==> config.mk <==
export PLATFORM = sky130hd
export DESIGN_NAME = dxr_regs
export DESIGN_NICKNAME = d
export VERILOG_FILES = /design/src/dxr_pkg.sv /design/src/dxr_regs.sv
export SDC_FILE = /design/constraint.sdc
export NUM_CORES = 1
export LEC_CHECK = 0
export BUFFER_PORTS_ARGS = -buffer_cell sky130_fd_sc_hd__buf_2
export CAP_MARGIN = 10
export CORE_UTILIZATION = 59
export CTS_CLUSTER_SIZE = 12
export DETAILED_ROUTE_END_ITERATION = 10
export GPL_TIMING_DRIVEN = 1
export HOLD_SLACK_MARGIN = 0.08
export PLACE_DENSITY = 0.84
export SLEW_MARGIN = 20
export SYNTH_ARGS = -nofsm -noshare
export SYNTH_HDL_FRONTEND = slang
export SYNTH_SLANG_ARGS = --single-unit
export TNS_END_PERCENT = 20
==> constraint.sdc <==
create_clock -name clk -period 3.4 [get_ports clk]
set_clock_uncertainty 0.2 [all_clocks]
set_input_delay 0.68 -clock clk [delete_from_list [all_inputs] [get_ports clk]]
set_output_delay 0.68 -clock clk [all_outputs]
set_load 0.005 [all_outputs]
==> src/dxr_pkg.sv <==
// What this block does
// - Two bytes form signed 16-bit frame offset
// - Odd frames advance vertical timing on match
// - All-ones half-field start disables interlace; reset
// - Two read-only identification bytes
// - Timing bits 7-6 select memory type
// - Bits 5-3 pick row/column timing template
// - Bit 2 sets FPM column pulse width
// - Bit 1 sets EDO read-write hit gap
// - Bit 0 releases row strobe; resets zero
// - Bits 7-6 drive open-drain data-channel pins
// - Write bits read back last written value
// - Bits 5-4 return sampled pin levels
// - Data-channel register resets all ones
// - TV interface enabled by bit 7
// - Bit 6 inserts timing reference codes
// - Bit 5 selects graphics or video input
// - Field pin direction from bit 4, bit 29
// - Sync pin direction from bit 3, bit 28
// - Bits 2-0 select anti-flicker filter
package dxr_pkg;
    // Register indexes behind the data port
    localparam logic [7:0] IDX_FRAME_Y_OFFSET_LOW = 8'h34;
    localparam logic [7:0] IDX_FRAME_Y_OFFSET_HIGH = 8'h35;
    localparam logic [7:0] IDX_INTERLACE_HALF_FIELD_START = 8'h39;
    localparam logic [7:0] IDX_IMPLEMENTATION_NUMBER = 8'h3a;
    localparam logic [7:0] IDX_GRAPHICS_VERSION_NUMBER = 8'h3b;
    localparam logic [7:0] IDX_DRAM_TIMING_PARAMETERS = 8'h3c;
    localparam logic [7:0] IDX_DRAM_ARBITRATION_CTRL_0 = 8'h3d;
    localparam logic [7:0] IDX_DRAM_ARBITRATION_CTRL_1 = 8'h3e;
    localparam logic [7:0] IDX_MONITOR_DATA_CHANNEL_CTRL = 8'h3f;
    localparam logic [7:0] IDX_TV_INTERFACE_CTRL = 8'h40;
    // Reset values
    localparam logic [7:0] RST_ZERO = 8'h00;
    localparam logic [7:0] RST_HALF_FIELD = 8'hff;
    localparam logic [7:0] RST_DATA_CHANNEL = 8'hff;
    localparam logic [7:0] INTERLACE_OFF = 8'hff;
    // Identification values, arbitrary
    localparam logic [7:0] IMPL_NUMBER = 8'h5a;
    localparam logic [7:0] VERSION_NUMBER = 8'h3c;
    // Memory type codes
    localparam logic [1:0] MEM_FPM = 2'h0;
    localparam logic [1:0] MEM_EDO = 2'h1;
    // Timing template codes
    localparam logic [2:0] TPL_STD = 3'h4;
    localparam logic [2:0] TPL_SLOW = 3'h5;
    // Template figures in half clocks
    localparam logic [2:0] HC_CAS_TO_RAS = 3'h1;
    localparam logic [2:0] HC_STD_PRECHARGE = 3'h3;
    localparam logic [2:0] HC_STD_RAS_TO_CAS = 3'h3;
    localparam logic [2:0] HC_SLOW_PRECHARGE = 3'h4;
    localparam logic [2:0] HC_SLOW_RAS_TO_CAS = 3'h4;
    // Column pulse in quarter clocks
    localparam logic [1:0] QC_CAS_SHORT = 2'h2;
    localparam logic [1:0] QC_CAS_LONG = 2'h3;
    // EDO read-to-write gap in clocks
    localparam logic [1:0] CK_GAP_SHORT = 2'h1;
    localparam logic [1:0] CK_GAP_LONG = 2'h2;
    localparam logic [1:0] CK_GAP_NONE = 2'h0;
    // Field positions
    localparam int MT_HI = 7;
    localparam int MT_LO = 6;
    localparam int TP_HI = 5;
    localparam int TP_LO = 3;
    localparam int CAS_BIT = 2;
    localparam int GAP_BIT = 1;
    localparam int RSR_BIT = 0;
    localparam int DW_HI = 7;
    localparam int DW_LO = 6;
    localparam int DR_HI = 5;
    localparam int DR_LO = 4;
    localparam int DX_HI = 3;
    localparam int TV_EN_BIT = 7;
    localparam int TV_656_BIT = 6;
    localparam int TV_GFX_BIT = 5;
    localparam int TV_BT_BIT = 4;
    localparam int TV_HS_BIT = 3;
    localparam int FF_LUMA_BIT = 2;
    localparam int FF_HI = 1;

    // Host access to index and data ports
    typedef struct packed {
        logic wr;
        logic rd;
        logic sel_data;
        logic [7:0] wdata;
    } dxr_host_t;

    // Decoded memory timing
    typedef struct packed {
        logic [1:0] mem_type;
        logic [2:0] cas_to_ras_half;
        logic [2:0] precharge_half;
        logic [2:0] ras_to_cas_half;
        logic [1:0] cas_pulse_quarter;
        logic [1:0] rd_wr_gap_clks;
        logic row_strobe_release;
    } dxr_dram_t;

    // TV interface controls
    typedef struct packed {
        logic enable;
        logic ccir656;
        logic graphics_sel;
        logic [1:0] filter_kernel;
        logic luma_only;
    } dxr_tv_t;
endpackage

==> src/dxr_regs.sv <==
`timescale 1ns/10ps
module dxr_regs (
    input wire logic clk,
    input wire logic nrst,
    input wire dxr_pkg::dxr_host_t host,
    output logic [7:0] host_rdata,
    output logic host_rvalid,
    output logic [15:0] frame_y_offset,
    input wire logic [7:0] h_char_count,
    input wire logic odd_frame,
    output logic interlace_enabled,
    output logic vtiming_advance,
    output dxr_pkg::dxr_dram_t dram,
    output logic [7:0] dram_arbitration_0,
    output logic [7:0] dram_arbitration_1,
    input wire logic [1:0] ddc_in,
    output logic [1:0] ddc_out,
    output logic [1:0] ddc_oe,
    output dxr_pkg::dxr_tv_t tv,
    input wire logic vip_bt_dir,
    input wire logic vip_hs_dir,
    input wire logic tvo_bt,
    input wire logic tvo_hs,
    input wire logic vip_bt,
    input wire logic vip_hs,
    input wire logic bt_in,
    input wire logic hs_in,
    output logic bt_out,
    output logic bt_oe,
    output logic hs_out,
    output logic hs_oe,
    output logic bt_level,
    output logic hs_level
);
    import dxr_pkg::*;

    logic [7:0] index; // Selected register
    logic [7:0] frame_y_offset_low;
    logic [7:0] frame_y_offset_high;
    logic [7:0] interlace_half_field_start;
    logic [7:0] dram_timing_parameters;
    logic [7:0] dram_arbitration_ctrl_0;
    logic [7:0] dram_arbitration_ctrl_1;
    logic [7:0] monitor_data_channel_ctrl;
    logic [7:0] tv_interface_ctrl;
    logic [1:0] ddc_s1; // Synchroniser first stage
    logic [1:0] ddc_s2;
    logic [1:0] ddc_s3;
    logic [1:0] ddc_level; // Filtered pin levels
    logic [2:0] bt_s;
    logic [2:0] hs_s;
    logic data_wr; // Write through data port
    logic data_rd;
    logic [7:0] next_rdata;
    logic [1:0] next_bt_dir;
    logic [1:0] next_hs_dir;

    // Register read mux, used by the data port read path only
    function automatic logic [7:0] read_reg(input logic [7:0] idx);
        logic [7:0] r;
        r = RST_ZERO;
        if (idx == IDX_FRAME_Y_OFFSET_LOW) begin
            r = frame_y_offset_low;
        end else if (idx == IDX_FRAME_Y_OFFSET_HIGH) begin
            r = frame_y_offset_high;
        end else if (idx == IDX_INTERLACE_HALF_FIELD_START) begin
            r = interlace_half_field_start;
        end else if (idx == IDX_IMPLEMENTATION_NUMBER) begin
            r = IMPL_NUMBER;
        end else if (idx == IDX_GRAPHICS_VERSION_NUMBER) begin
            r = VERSION_NUMBER;
        end else if (idx == IDX_DRAM_TIMING_PARAMETERS) begin
            r = dram_timing_parameters;
        end else if (idx == IDX_DRAM_ARBITRATION_CTRL_0) begin
            r = dram_arbitration_ctrl_0;
        end else if (idx == IDX_DRAM_ARBITRATION_CTRL_1) begin
            r = dram_arbitration_ctrl_1;
        end else if (idx == IDX_MONITOR_DATA_CHANNEL_CTRL) begin
            // Written bits, live levels, reserved bits as stored
            r = {monitor_data_channel_ctrl[DW_HI:DW_LO], ddc_level,
                 monitor_data_channel_ctrl[DX_HI:0]};
        end else if (idx == IDX_TV_INTERFACE_CTRL) begin
            r = tv_interface_ctrl;
        end
        return r;
    endfunction

    assign data_wr = host.wr && host.sel_data;
    assign data_rd = host.rd && host.sel_data;

    // Index port; data port uses it unchanged
    always_ff @(posedge clk) begin
        if (!nrst) begin
            index <= RST_ZERO;
        end else if (host.wr && !host.sel_data) begin
            index <= host.wdata;
        end
    end

    // Read answer, one cycle after the strobe
    always_comb begin
        next_rdata = host.sel_data ? read_reg(index) : index;
    end

    always_ff @(posedge clk) begin
        if (!nrst) begin
            host_rdata <= RST_ZERO;
            host_rvalid <= 1'b0;
        end else begin
            host_rvalid <= host.rd;
            if (host.rd) begin
                host_rdata <= next_rdata;
            end
        end
    end

    // Frame offset bytes; undefined at reset, cleared here
    always_ff @(posedge clk) begin
        if (!nrst) begin
            frame_y_offset_low <= RST_ZERO;
            frame_y_offset_high <= RST_ZERO;
        end else if (data_wr) begin
            if (index == IDX_FRAME_Y_OFFSET_LOW) begin
                frame_y_offset_low <= host.wdata;
            end else if (index == IDX_FRAME_Y_OFFSET_HIGH) begin
                frame_y_offset_high <= host.wdata;
            end
        end
    end

    // Signed offset; high byte on top
    always_ff @(posedge clk) begin
        if (!nrst) begin
            frame_y_offset <= {RST_ZERO, RST_ZERO};
        end else begin
            frame_y_offset <= {frame_y_offset_high, frame_y_offset_low};
        end
    end

    // Half-field start; all ones means no interlace
    always_ff @(posedge clk) begin
        if (!nrst) begin
            interlace_half_field_start <= RST_HALF_FIELD;
        end else if (data_wr && index == IDX_INTERLACE_HALF_FIELD_START) begin
            interlace_half_field_start <= host.wdata;
        end
    end

    // Vertical advance on odd frames at the match point
    always_ff @(posedge clk) begin
        if (!nrst) begin
            interlace_enabled <= 1'b0;
            vtiming_advance <= 1'b0;
        end else begin
            interlace_enabled <= interlace_half_field_start != INTERLACE_OFF;
            // Software is expected to set about half the total
            vtiming_advance <= odd_frame
                && interlace_half_field_start != INTERLACE_OFF
                && h_char_count == interlace_half_field_start;
        end
    end

    // Timing register and reserved arbitration bytes
    always_ff @(posedge clk) begin
        if (!nrst) begin
            dram_timing_parameters <= RST_ZERO;
            dram_arbitration_ctrl_0 <= RST_ZERO;
            dram_arbitration_ctrl_1 <= RST_ZERO;
        end else if (data_wr) begin
            if (index == IDX_DRAM_TIMING_PARAMETERS) begin
                dram_timing_parameters <= host.wdata;
            end else if (index == IDX_DRAM_ARBITRATION_CTRL_0) begin
                // Stored as written; nonzero is a software fault
                dram_arbitration_ctrl_0 <= host.wdata;
            end else if (index == IDX_DRAM_ARBITRATION_CTRL_1) begin
                dram_arbitration_ctrl_1 <= host.wdata;
            end
        end
    end

    // Decoded memory timing for the sequencer
    always_ff @(posedge clk) begin
        if (!nrst) begin
            dram <= '0;
            dram_arbitration_0 <= RST_ZERO;
            dram_arbitration_1 <= RST_ZERO;
        end else begin
            dram_arbitration_0 <= dram_arbitration_ctrl_0;
            dram_arbitration_1 <= dram_arbitration_ctrl_1;
            dram.mem_type <= dram_timing_parameters[MT_HI:MT_LO];
            dram.cas_to_ras_half <= HC_CAS_TO_RAS;
            // Undefined templates fall back to the faster one
            if (dram_timing_parameters[TP_HI:TP_LO] == TPL_SLOW) begin
                dram.precharge_half <= HC_SLOW_PRECHARGE;
                dram.ras_to_cas_half <= HC_SLOW_RAS_TO_CAS;
            end else begin
                dram.precharge_half <= HC_STD_PRECHARGE;
                dram.ras_to_cas_half <= HC_STD_RAS_TO_CAS;
            end
            // Pulse width only matters for fast page parts
            if (dram_timing_parameters[MT_HI:MT_LO] == MEM_FPM
                && dram_timing_parameters[CAS_BIT]) begin
                dram.cas_pulse_quarter <= QC_CAS_LONG;
            end else begin
                dram.cas_pulse_quarter <= QC_CAS_SHORT;
            end
            // Gap only used with extended data out
            if (dram_timing_parameters[MT_HI:MT_LO] != MEM_EDO) begin
                dram.rd_wr_gap_clks <= CK_GAP_NONE;
            end else if (dram_timing_parameters[GAP_BIT]) begin
                dram.rd_wr_gap_clks <= CK_GAP_LONG;
            end else begin
                dram.rd_wr_gap_clks <= CK_GAP_SHORT;
            end
            dram.row_strobe_release <= dram_timing_parameters[RSR_BIT];
        end
    end

    // Data-channel control; sampled bits are stored but not read back
    always_ff @(posedge clk) begin
        if (!nrst) begin
            monitor_data_channel_ctrl <= RST_DATA_CHANNEL;
        end else if (data_wr && index == IDX_MONITOR_DATA_CHANNEL_CTRL) begin
            monitor_data_channel_ctrl <= host.wdata;
        end
    end

    // Open drain: a one lets the pull-up win
    always_ff @(posedge clk) begin
        if (!nrst) begin
            ddc_out <= 2'h0;
            ddc_oe <= 2'h0;
        end else begin
            ddc_out <= 2'h0;
            ddc_oe <= ~monitor_data_channel_ctrl[DW_HI:DW_LO];
        end
    end

    // Three-stage sampling of the data-channel pins
    always_ff @(posedge clk) begin
        if (!nrst) begin
            ddc_s1 <= 2'h3;
            ddc_s2 <= 2'h3;
            ddc_s3 <= 2'h3;
            ddc_level <= 2'h3;
        end else begin
            ddc_s1 <= ddc_in;
            ddc_s2 <= ddc_s1;
            ddc_s3 <= ddc_s2;
            // A level counts once two stages agree
            for (int i = 0; i < 2; i++) begin
                if (ddc_s2[i] == ddc_s3[i]) begin
                    ddc_level[i] <= ddc_s3[i];
                end
            end
        end
    end

    // TV interface control register
    always_ff @(posedge clk) begin
        if (!nrst) begin
            tv_interface_ctrl <= RST_ZERO;
        end else if (data_wr && index == IDX_TV_INTERFACE_CTRL) begin
            tv_interface_ctrl <= host.wdata;
        end
    end

    // TV controls towards encoder and filter
    always_ff @(posedge clk) begin
        if (!nrst) begin
            tv <= '0;
        end else begin
            tv.enable <= tv_interface_ctrl[TV_EN_BIT];
            tv.ccir656 <= tv_interface_ctrl[TV_656_BIT];
            tv.graphics_sel <= tv_interface_ctrl[TV_GFX_BIT];
            tv.filter_kernel <= tv_interface_ctrl[FF_HI:0];
            // Luma-only has no meaning with filter off
            tv.luma_only <= tv_interface_ctrl[FF_LUMA_BIT]
                && tv_interface_ctrl[FF_HI:0] != 2'h0;
        end
    end

    // Pin direction: bit 0 enable, bit 1 from TV generator
    always_comb begin
        next_bt_dir = {tv_interface_ctrl[TV_BT_BIT],
                       tv_interface_ctrl[TV_BT_BIT] || vip_bt_dir};
        next_hs_dir = {tv_interface_ctrl[TV_HS_BIT],
                       tv_interface_ctrl[TV_HS_BIT] || vip_hs_dir};
    end

    // Field and sync pins driven from the chosen generator
    always_ff @(posedge clk) begin
        if (!nrst) begin
            bt_out <= 1'b0;
            bt_oe <= 1'b0;
            hs_out <= 1'b0;
            hs_oe <= 1'b0;
        end else begin
            bt_oe <= next_bt_dir[0];
            bt_out <= next_bt_dir[1] ? tvo_bt : vip_bt;
            hs_oe <= next_hs_dir[0];
            hs_out <= next_hs_dir[1] ? tvo_hs : vip_hs;
        end
    end

    // Sampled field and sync levels when used as inputs
    always_ff @(posedge clk) begin
        if (!nrst) begin
            bt_s <= 3'h0;
            hs_s <= 3'h0;
            bt_level <= 1'b0;
            hs_level <= 1'b0;
        end else begin
            bt_s <= {bt_s[1:0], bt_in};
            hs_s <= {hs_s[1:0], hs_in};
            if (bt_s[1] == bt_s[2]) begin
                bt_level <= bt_s[2];
            end
            if (hs_s[1] == hs_s[2]) begin
                hs_level <= hs_s[2];
            end
        end
    end
endmodule

Word-level counts from Yosys, hierarchy flattened:

Index checks and enable logic that the tools add are counted.

* equality and inequality tests: 18
* multiplexer cells: 18
* bitwise logic cells: 5
* reduce and logical (&&, ||, !) cells: 20

Operators with widths (count)
* 2-to-1 mux 8 bit: 11
* equality test 8 x 6 -> 1 bit, second input constant: 9
* 2-to-1 mux 12 bit: 1
* logical AND 1 bit: 9
* equality test 8 x 7 -> 1 bit, second input constant: 1
* equality test 8 bit: 1
* inequality test 8 bit, second input constant: 1
* 2-to-1 mux 6 bit: 1
* AND reduction 3 bit: 2
* equality test 1 bit: 4
* 2-to-1 mux 2 bit: 2
* inverter 1 bit: 4
* AND reduction 2 bit: 2
* AND reduction 4 bit: 1
* equality test 3 bit, second input constant: 1
* 2-to-1 mux 1 bit: 3
* logical NOT 2 bit: 1
* logical OR 1 bit: 2
* inequality test 2 x 1 -> 1 bit, second input constant: 1
* inverter 2 bit: 1
* nonzero test 2 bit: 1
* OR reduction 2 bit: 1
* logical NOT 1 bit: 1

* register bits after elaboration: 159
* bits of input ports: 32
* output and inout bits: 75
* word-level logic and storage cells: 103

Logic depth before layout (Yosys ltp):

* depth after elaboration: 12
* gate-level depth with buffers: 7
* gate-level depth less buffers: 5

Worst setup path after synthesis:

OpenSTA, ideal clock, no wires.

* kind: register to register
* start: reg index[2]
* end: reg host_rdata[2]
* library setup time: 0.079 ns
* arrival time: 1.921 ns
* data required time: 3.121 ns
* slack: 1.200 ns
* cell stages (with the launch flop): 7
* buffers on the path: 1
* period minus slack after synthesis: 2.200 ns
* cell sequence: dfxtp_1 > buf_6 > or4b_4 > nor4_4 > o2bb2a_1 > a2111o_1 > o211ai_1

* longest elaborated chain between the ends: 12
* elaborated cells on any way between the ends: 21
* those cells by class: eq/ne (10); mux (11)

RTL lines
* start: declaration: RTL line dxr_regs.sv:37 `logic [7:0] index;`
* start signal: assignment: RTL line dxr_regs.sv:96 `index <= host.wdata;`
* equality test 8 x 7 -> 1 bit: RTL line dxr_regs.sv:82 `end else if (idx == IDX_TV_INTERFACE_CTRL) begin`
* 2-to-1 mux 8 bit: RTL line dxr_regs.sv:82
* 2-to-1 mux 8 bit: RTL line dxr_regs.sv:78 `end else if (idx == IDX_MONITOR_DATA_CHANNEL_CTRL) begin`
* 2-to-1 mux 8 bit: RTL line dxr_regs.sv:76 `end else if (idx == IDX_DRAM_ARBITRATION_CTRL_1) begin`
* 2-to-1 mux 8 bit: RTL line dxr_regs.sv:74 `end else if (idx == IDX_DRAM_ARBITRATION_CTRL_0) begin`
* 2-to-1 mux 8 bit: RTL line dxr_regs.sv:72 `end else if (idx == IDX_DRAM_TIMING_PARAMETERS) begin`
* 2-to-1 mux 8 bit: RTL line dxr_regs.sv:70 `end else if (idx == IDX_GRAPHICS_VERSION_NUMBER) begin`
* 2-to-1 mux 8 bit: RTL line dxr_regs.sv:68 `end else if (idx == IDX_IMPLEMENTATION_NUMBER) begin`
* 2-to-1 mux 8 bit: RTL line dxr_regs.sv:66 `end else if (idx == IDX_INTERLACE_HALF_FIELD_START) begin`
* 2-to-1 mux 8 bit: RTL line dxr_regs.sv:64 `end else if (idx == IDX_FRAME_Y_OFFSET_HIGH) begin`
* 2-to-1 mux 8 bit: RTL line dxr_regs.sv:62 `if (idx == IDX_FRAME_Y_OFFSET_LOW) begin`
* 2-to-1 mux 8 bit *: RTL line dxr_regs.sv:102 `next_rdata = host.sel_data ? read_reg(index) : index;`
* end signal: assignment: RTL line dxr_regs.sv:112 `host_rdata <= next_rdata;`
* end: declaration: RTL line dxr_regs.sv:6 `output logic [7:0] host_rdata,`

Mark *: on every way between the ends. The rest lies on a longest branch, timed or not.
A chain may end at the register's enable or synchronous reset.

Final worst setup path:

* start: reg index[6]
* end: reg interlace_half_field_start[7]

* longest elaborated chain between the ends: 2

RTL lines
* equality test 8 x 6 -> 1 bit: RTL line dxr_regs.sv:144 `end else if (data_wr && index == IDX_INTERLACE_HALF_FIELD_START) begin`
* logical AND 1 bit: RTL line dxr_regs.sv:144
* end signal: assignment: RTL line dxr_regs.sv:145 `interlace_half_field_start <= host.wdata;`
* end: declaration: RTL line dxr_regs.sv:40 `logic [7:0] interlace_half_field_start;`

No other way between the ends.

==> results.md <==
- Status: completed
- Post-synth EDFFs: 0
- Ports: 107
- Worst Setup End Kind: flop
- Crit-path slowest cell: nor4_4
- Hold Path Origin: ddc_in[1]
- Post-synthesis register bit count: 151
- Fill cells: 758
- CTS Hold Bufs: 0
- Global placement routability congestion: 0.979
- Largest net degree at the start of global routing: 40
- Leakage power: 3.13 nW
- CTS root buf: clkbuf_8
- Worst skew pair latency: 0.53 ns
- Routed vias/inst: ~5.6
- Detailed placement HPWL: roughly 11000 um
- Min-Delay Path Class: input pin to flop
- Cell Pwr Density: 552 nW/um^2
- Die ar.: 10500 um^2
- Post-CTS sizing: 0
- Placed inst area: 6450 um^2
- Die Y-Extent: 102 um
- Cell Count Post-Placement: 809
- Diodes inserted: 0
- Port-buffer cells: 102
- Yosys cell types: 57
- Final Non-Filler Cells: 840
- Crit-path max cell delay: 0.71 ns
- Crit path max fanout: 11
- Initial Utilization: 60.7%
- Max_slew headroom: 43.5%
- Area growth syn-to-layout: 18.7%
- Worst flop-to-flop path endpoint: interlace_half_field_start[7]
- Grt met1 use: 39.4%
- Critical path arrival: 2.96 ns
- Mapped Avg Cell Area: 9.67 um^2
- Fmax: 0.362 GHz
- FF-to-FF setup slack: between 0.6 and 0.7 ns
- CP Buf/Inv Count: 0
- Core area: a little under 10000 um^2
- Post-route cell area: 7040 um^2
- Crit path cell chain: and4bb_1, nand2_1, nor4_4, mux2i_1, nand2_1
- Routed Antenna Nets: 0
- Post-CTS setup buffers: 0
- Seq/Total Area, Yosys: 50.9%
- Initial antenna violation count: 0
- Cell family with most CP delay: simple AND/OR/NAND/NOR gates
- Synth top area share: 50.9%
- Post-synth ARST share: 0%
- CTS Buf Count: 17
- GR Overflow Total: 0
- Main area contributors after synthesis: dfxtp_1 (51%), mux2i_1 (13%), and2_1 (5.2%), nor2_1 (5.1%), nand2_1 (2.5%)
- Worst hold stages: 2
- Cell mode on critical path: nand2_1
- Drt total wl: 15500 um
- Clock sink count: 151
- Slew Viols, Final: 0
- GR Layer Usage met2: 50.3%
- Remaining design rule violation count: 0
- Least-Margin Pin Slew: 0.847 ns
- Nets@finish: about 730
- Worst IR Drop VDD: 0.283 mV
- Core Util, Final: ~72%
- YS warnings: 0
- Final hold violation count: 0
- Final setup violation count: 0
- Total track usage: 30.7%
- R2R Path Start: index[6]
- H-tree Lvls: 4
- RSZ-0062 raised after global routing: no
- Syn Inst Count: between 600 and 700
- CTS tree: yes
- Share of cells above drive strength 1: a little over a fifth
- Clock transition at path regs: 0.06 ns
- Number of global-route vias before repair: 4297
- Max cap viols: 0
- Met3 GRT Util: 6.16%
- Crit path kind: flop to flop
- Area of the mapped netlist: 5940 um^2
- Max Root-Sink Buffers: 2
- DIE WIDTH: slightly above 100 um
- Pre-antenna DRT Iters: 7
- Final period util: between 80 and 90%
- Total chip power: 3.89 mW
- Reg2Reg Depth: 5
- Yosys top cell by area: dfxtp_1
- Via count: around 4700
- WP data required: 3.60 ns
- Setup crit start kind: flop
- Synth Flop Type: dfxtp_1
- Rows: 36
- Setup TNS: 0 ns
- Tmin final: between 2 and 3 ns
- Hold worst-path end: ddc_s1[1]
- First-pass GRT wire length: 23500 um
- WL/cell: 18.4 um
- Most used routing layer in global routing: met2
- Initial drt markers: between 300 and 400
cells in the final DEF, fill, tap and decap left out, drive strengths merged, types with 4 or more instances in the layout:
master    n
o21ai    24
o211ai    4
nand3     9
o31ai     4
a21oi    13
nand2b   15
clkinv    4
mux2i    75
dfxtp   151
clkbuf   20
a211oi    5
conb      4
nand2    39
xnor2     5
and2     49
nor3     11
inv      12
o22ai     8
buf     110
nand4     4
nor2     81
synthesized netlist by cell type (all sizes together), types with 2 or more instances:
library cell / count
inv: 9
clkbuf: 38
a22o: 2
and2: 49
xnor2: 5
a2111o: 2
o22ai: 8
and4: 2
o31ai: 4
o2bb2ai: 3
mux2: 3
nor3b: 3
a21o: 2
nand2b: 15
nand3: 9
a311oi: 2
o211ai: 4
nand2: 39
o21a: 2
nor4: 3
a2111oi: 2
xor2: 3
nand3b: 3
buf: 13
mux2i: 75
a211oi: 5
o21ai: 24
or2: 2
a21oi: 13
a221oi: 3
a32oi: 2
nor2: 81
a21boi: 3
nor3: 11
dfxtp: 151
o2bb2a: 2
nand4: 4
state kept, by name, summed over array words and instances (netlist names), 3 cells and up:
name and cells:
interlace_half_field_start 8, frame_y_offset_high 8, dram_timing_parameters 8, dram 10
dram_arbitration_0 8, dram_arbitration_1 8, dram_arbitration_ctrl_0 8, monitor_data_channel_ctrl 6
tv_interface_ctrl 8, index 8, bt_s 3, frame_y_offset_low 8
tv 6, host_rdata 8, frame_y_offset 16, dram_arbitration_ctrl_1 8
hs_s 3
final cells by class:
cell class,count,area [um^2],area share (%)
Sequential cell,151,3020,42.9
Multi-Input combinational cell,405,2650,37.7
Timing Repair Buffer,110,571,8.10
Clock buffer,20,445,6.32
Tap cell,133,166,2.36
Clock inverter,11,146,2.08
Inverter,10,37.5,0.533
where the power goes:
group / switching [mW] / internal, mW
sequential: 0.0220 / 1.79
combinational: 0.115 / 0.0645
clock: 0.740 / 1.16
metrics by stage:
stage	worst slack, ns	hold slack, ns
after floorplan	1.20	0.186
after global placement	0.699	0.189
after detailed placement	0.627	0.201
after CTS	0.676	0.117
after global routing	0.479	0.136
final	0.640	0.128
worst register-to-register path: stages (launching register included):
cell      delay (ns)
dfxtp_1         0.36
and4bb_1        0.57
nand2_1         0.39
nor4_4          0.72
mux2i_1         0.31
nand2_1         0.09
per-layer routing:
layer / share of wire, % / up-vias
li1: - / 2241
met1: 43 / 2266
met2: 48 / 194
met3: 6.6 / 33
met4: 2.6 / 0
met5: 0 / -
worst max path at each step:
stage          slack (ns)  cells past startpoint                             to     start
6_report             0.64                      5  interlace_half_field_start[7]  index[6]
5_1_grt              0.48                      5  interlace_half_field_start[7]  index[6]
3_5_place_dp         0.63                      5         frame_y_offset_high[4]   host[8]
2_1_floorplan        1.20                      6                  host_rdata[2]  index[2]
4_1_cts              0.68                      5  interlace_half_field_start[7]  index[6]
3_3_place_gp         0.70                      5         frame_y_offset_high[0]   host[8]
cells by family (layout without fill, tap and decap cells):
family | count (synthesis) | after routing | share of synthesized area [%]
other | 1 | 4 | 0.0632
buffers and inverters | 61 | 151 | 4.55
flip-flops | 151 | 151 | 50.9
AO/OA/AOI/OAI | 86 | 86 | 9.72
AND/OR/NAND/NOR | 229 | 229 | 20.3
XOR/XNOR | 8 | 8 | 1.18
multiplexers | 78 | 78 | 13.2
No activity file was read; power rests on OpenSTA's default activity.
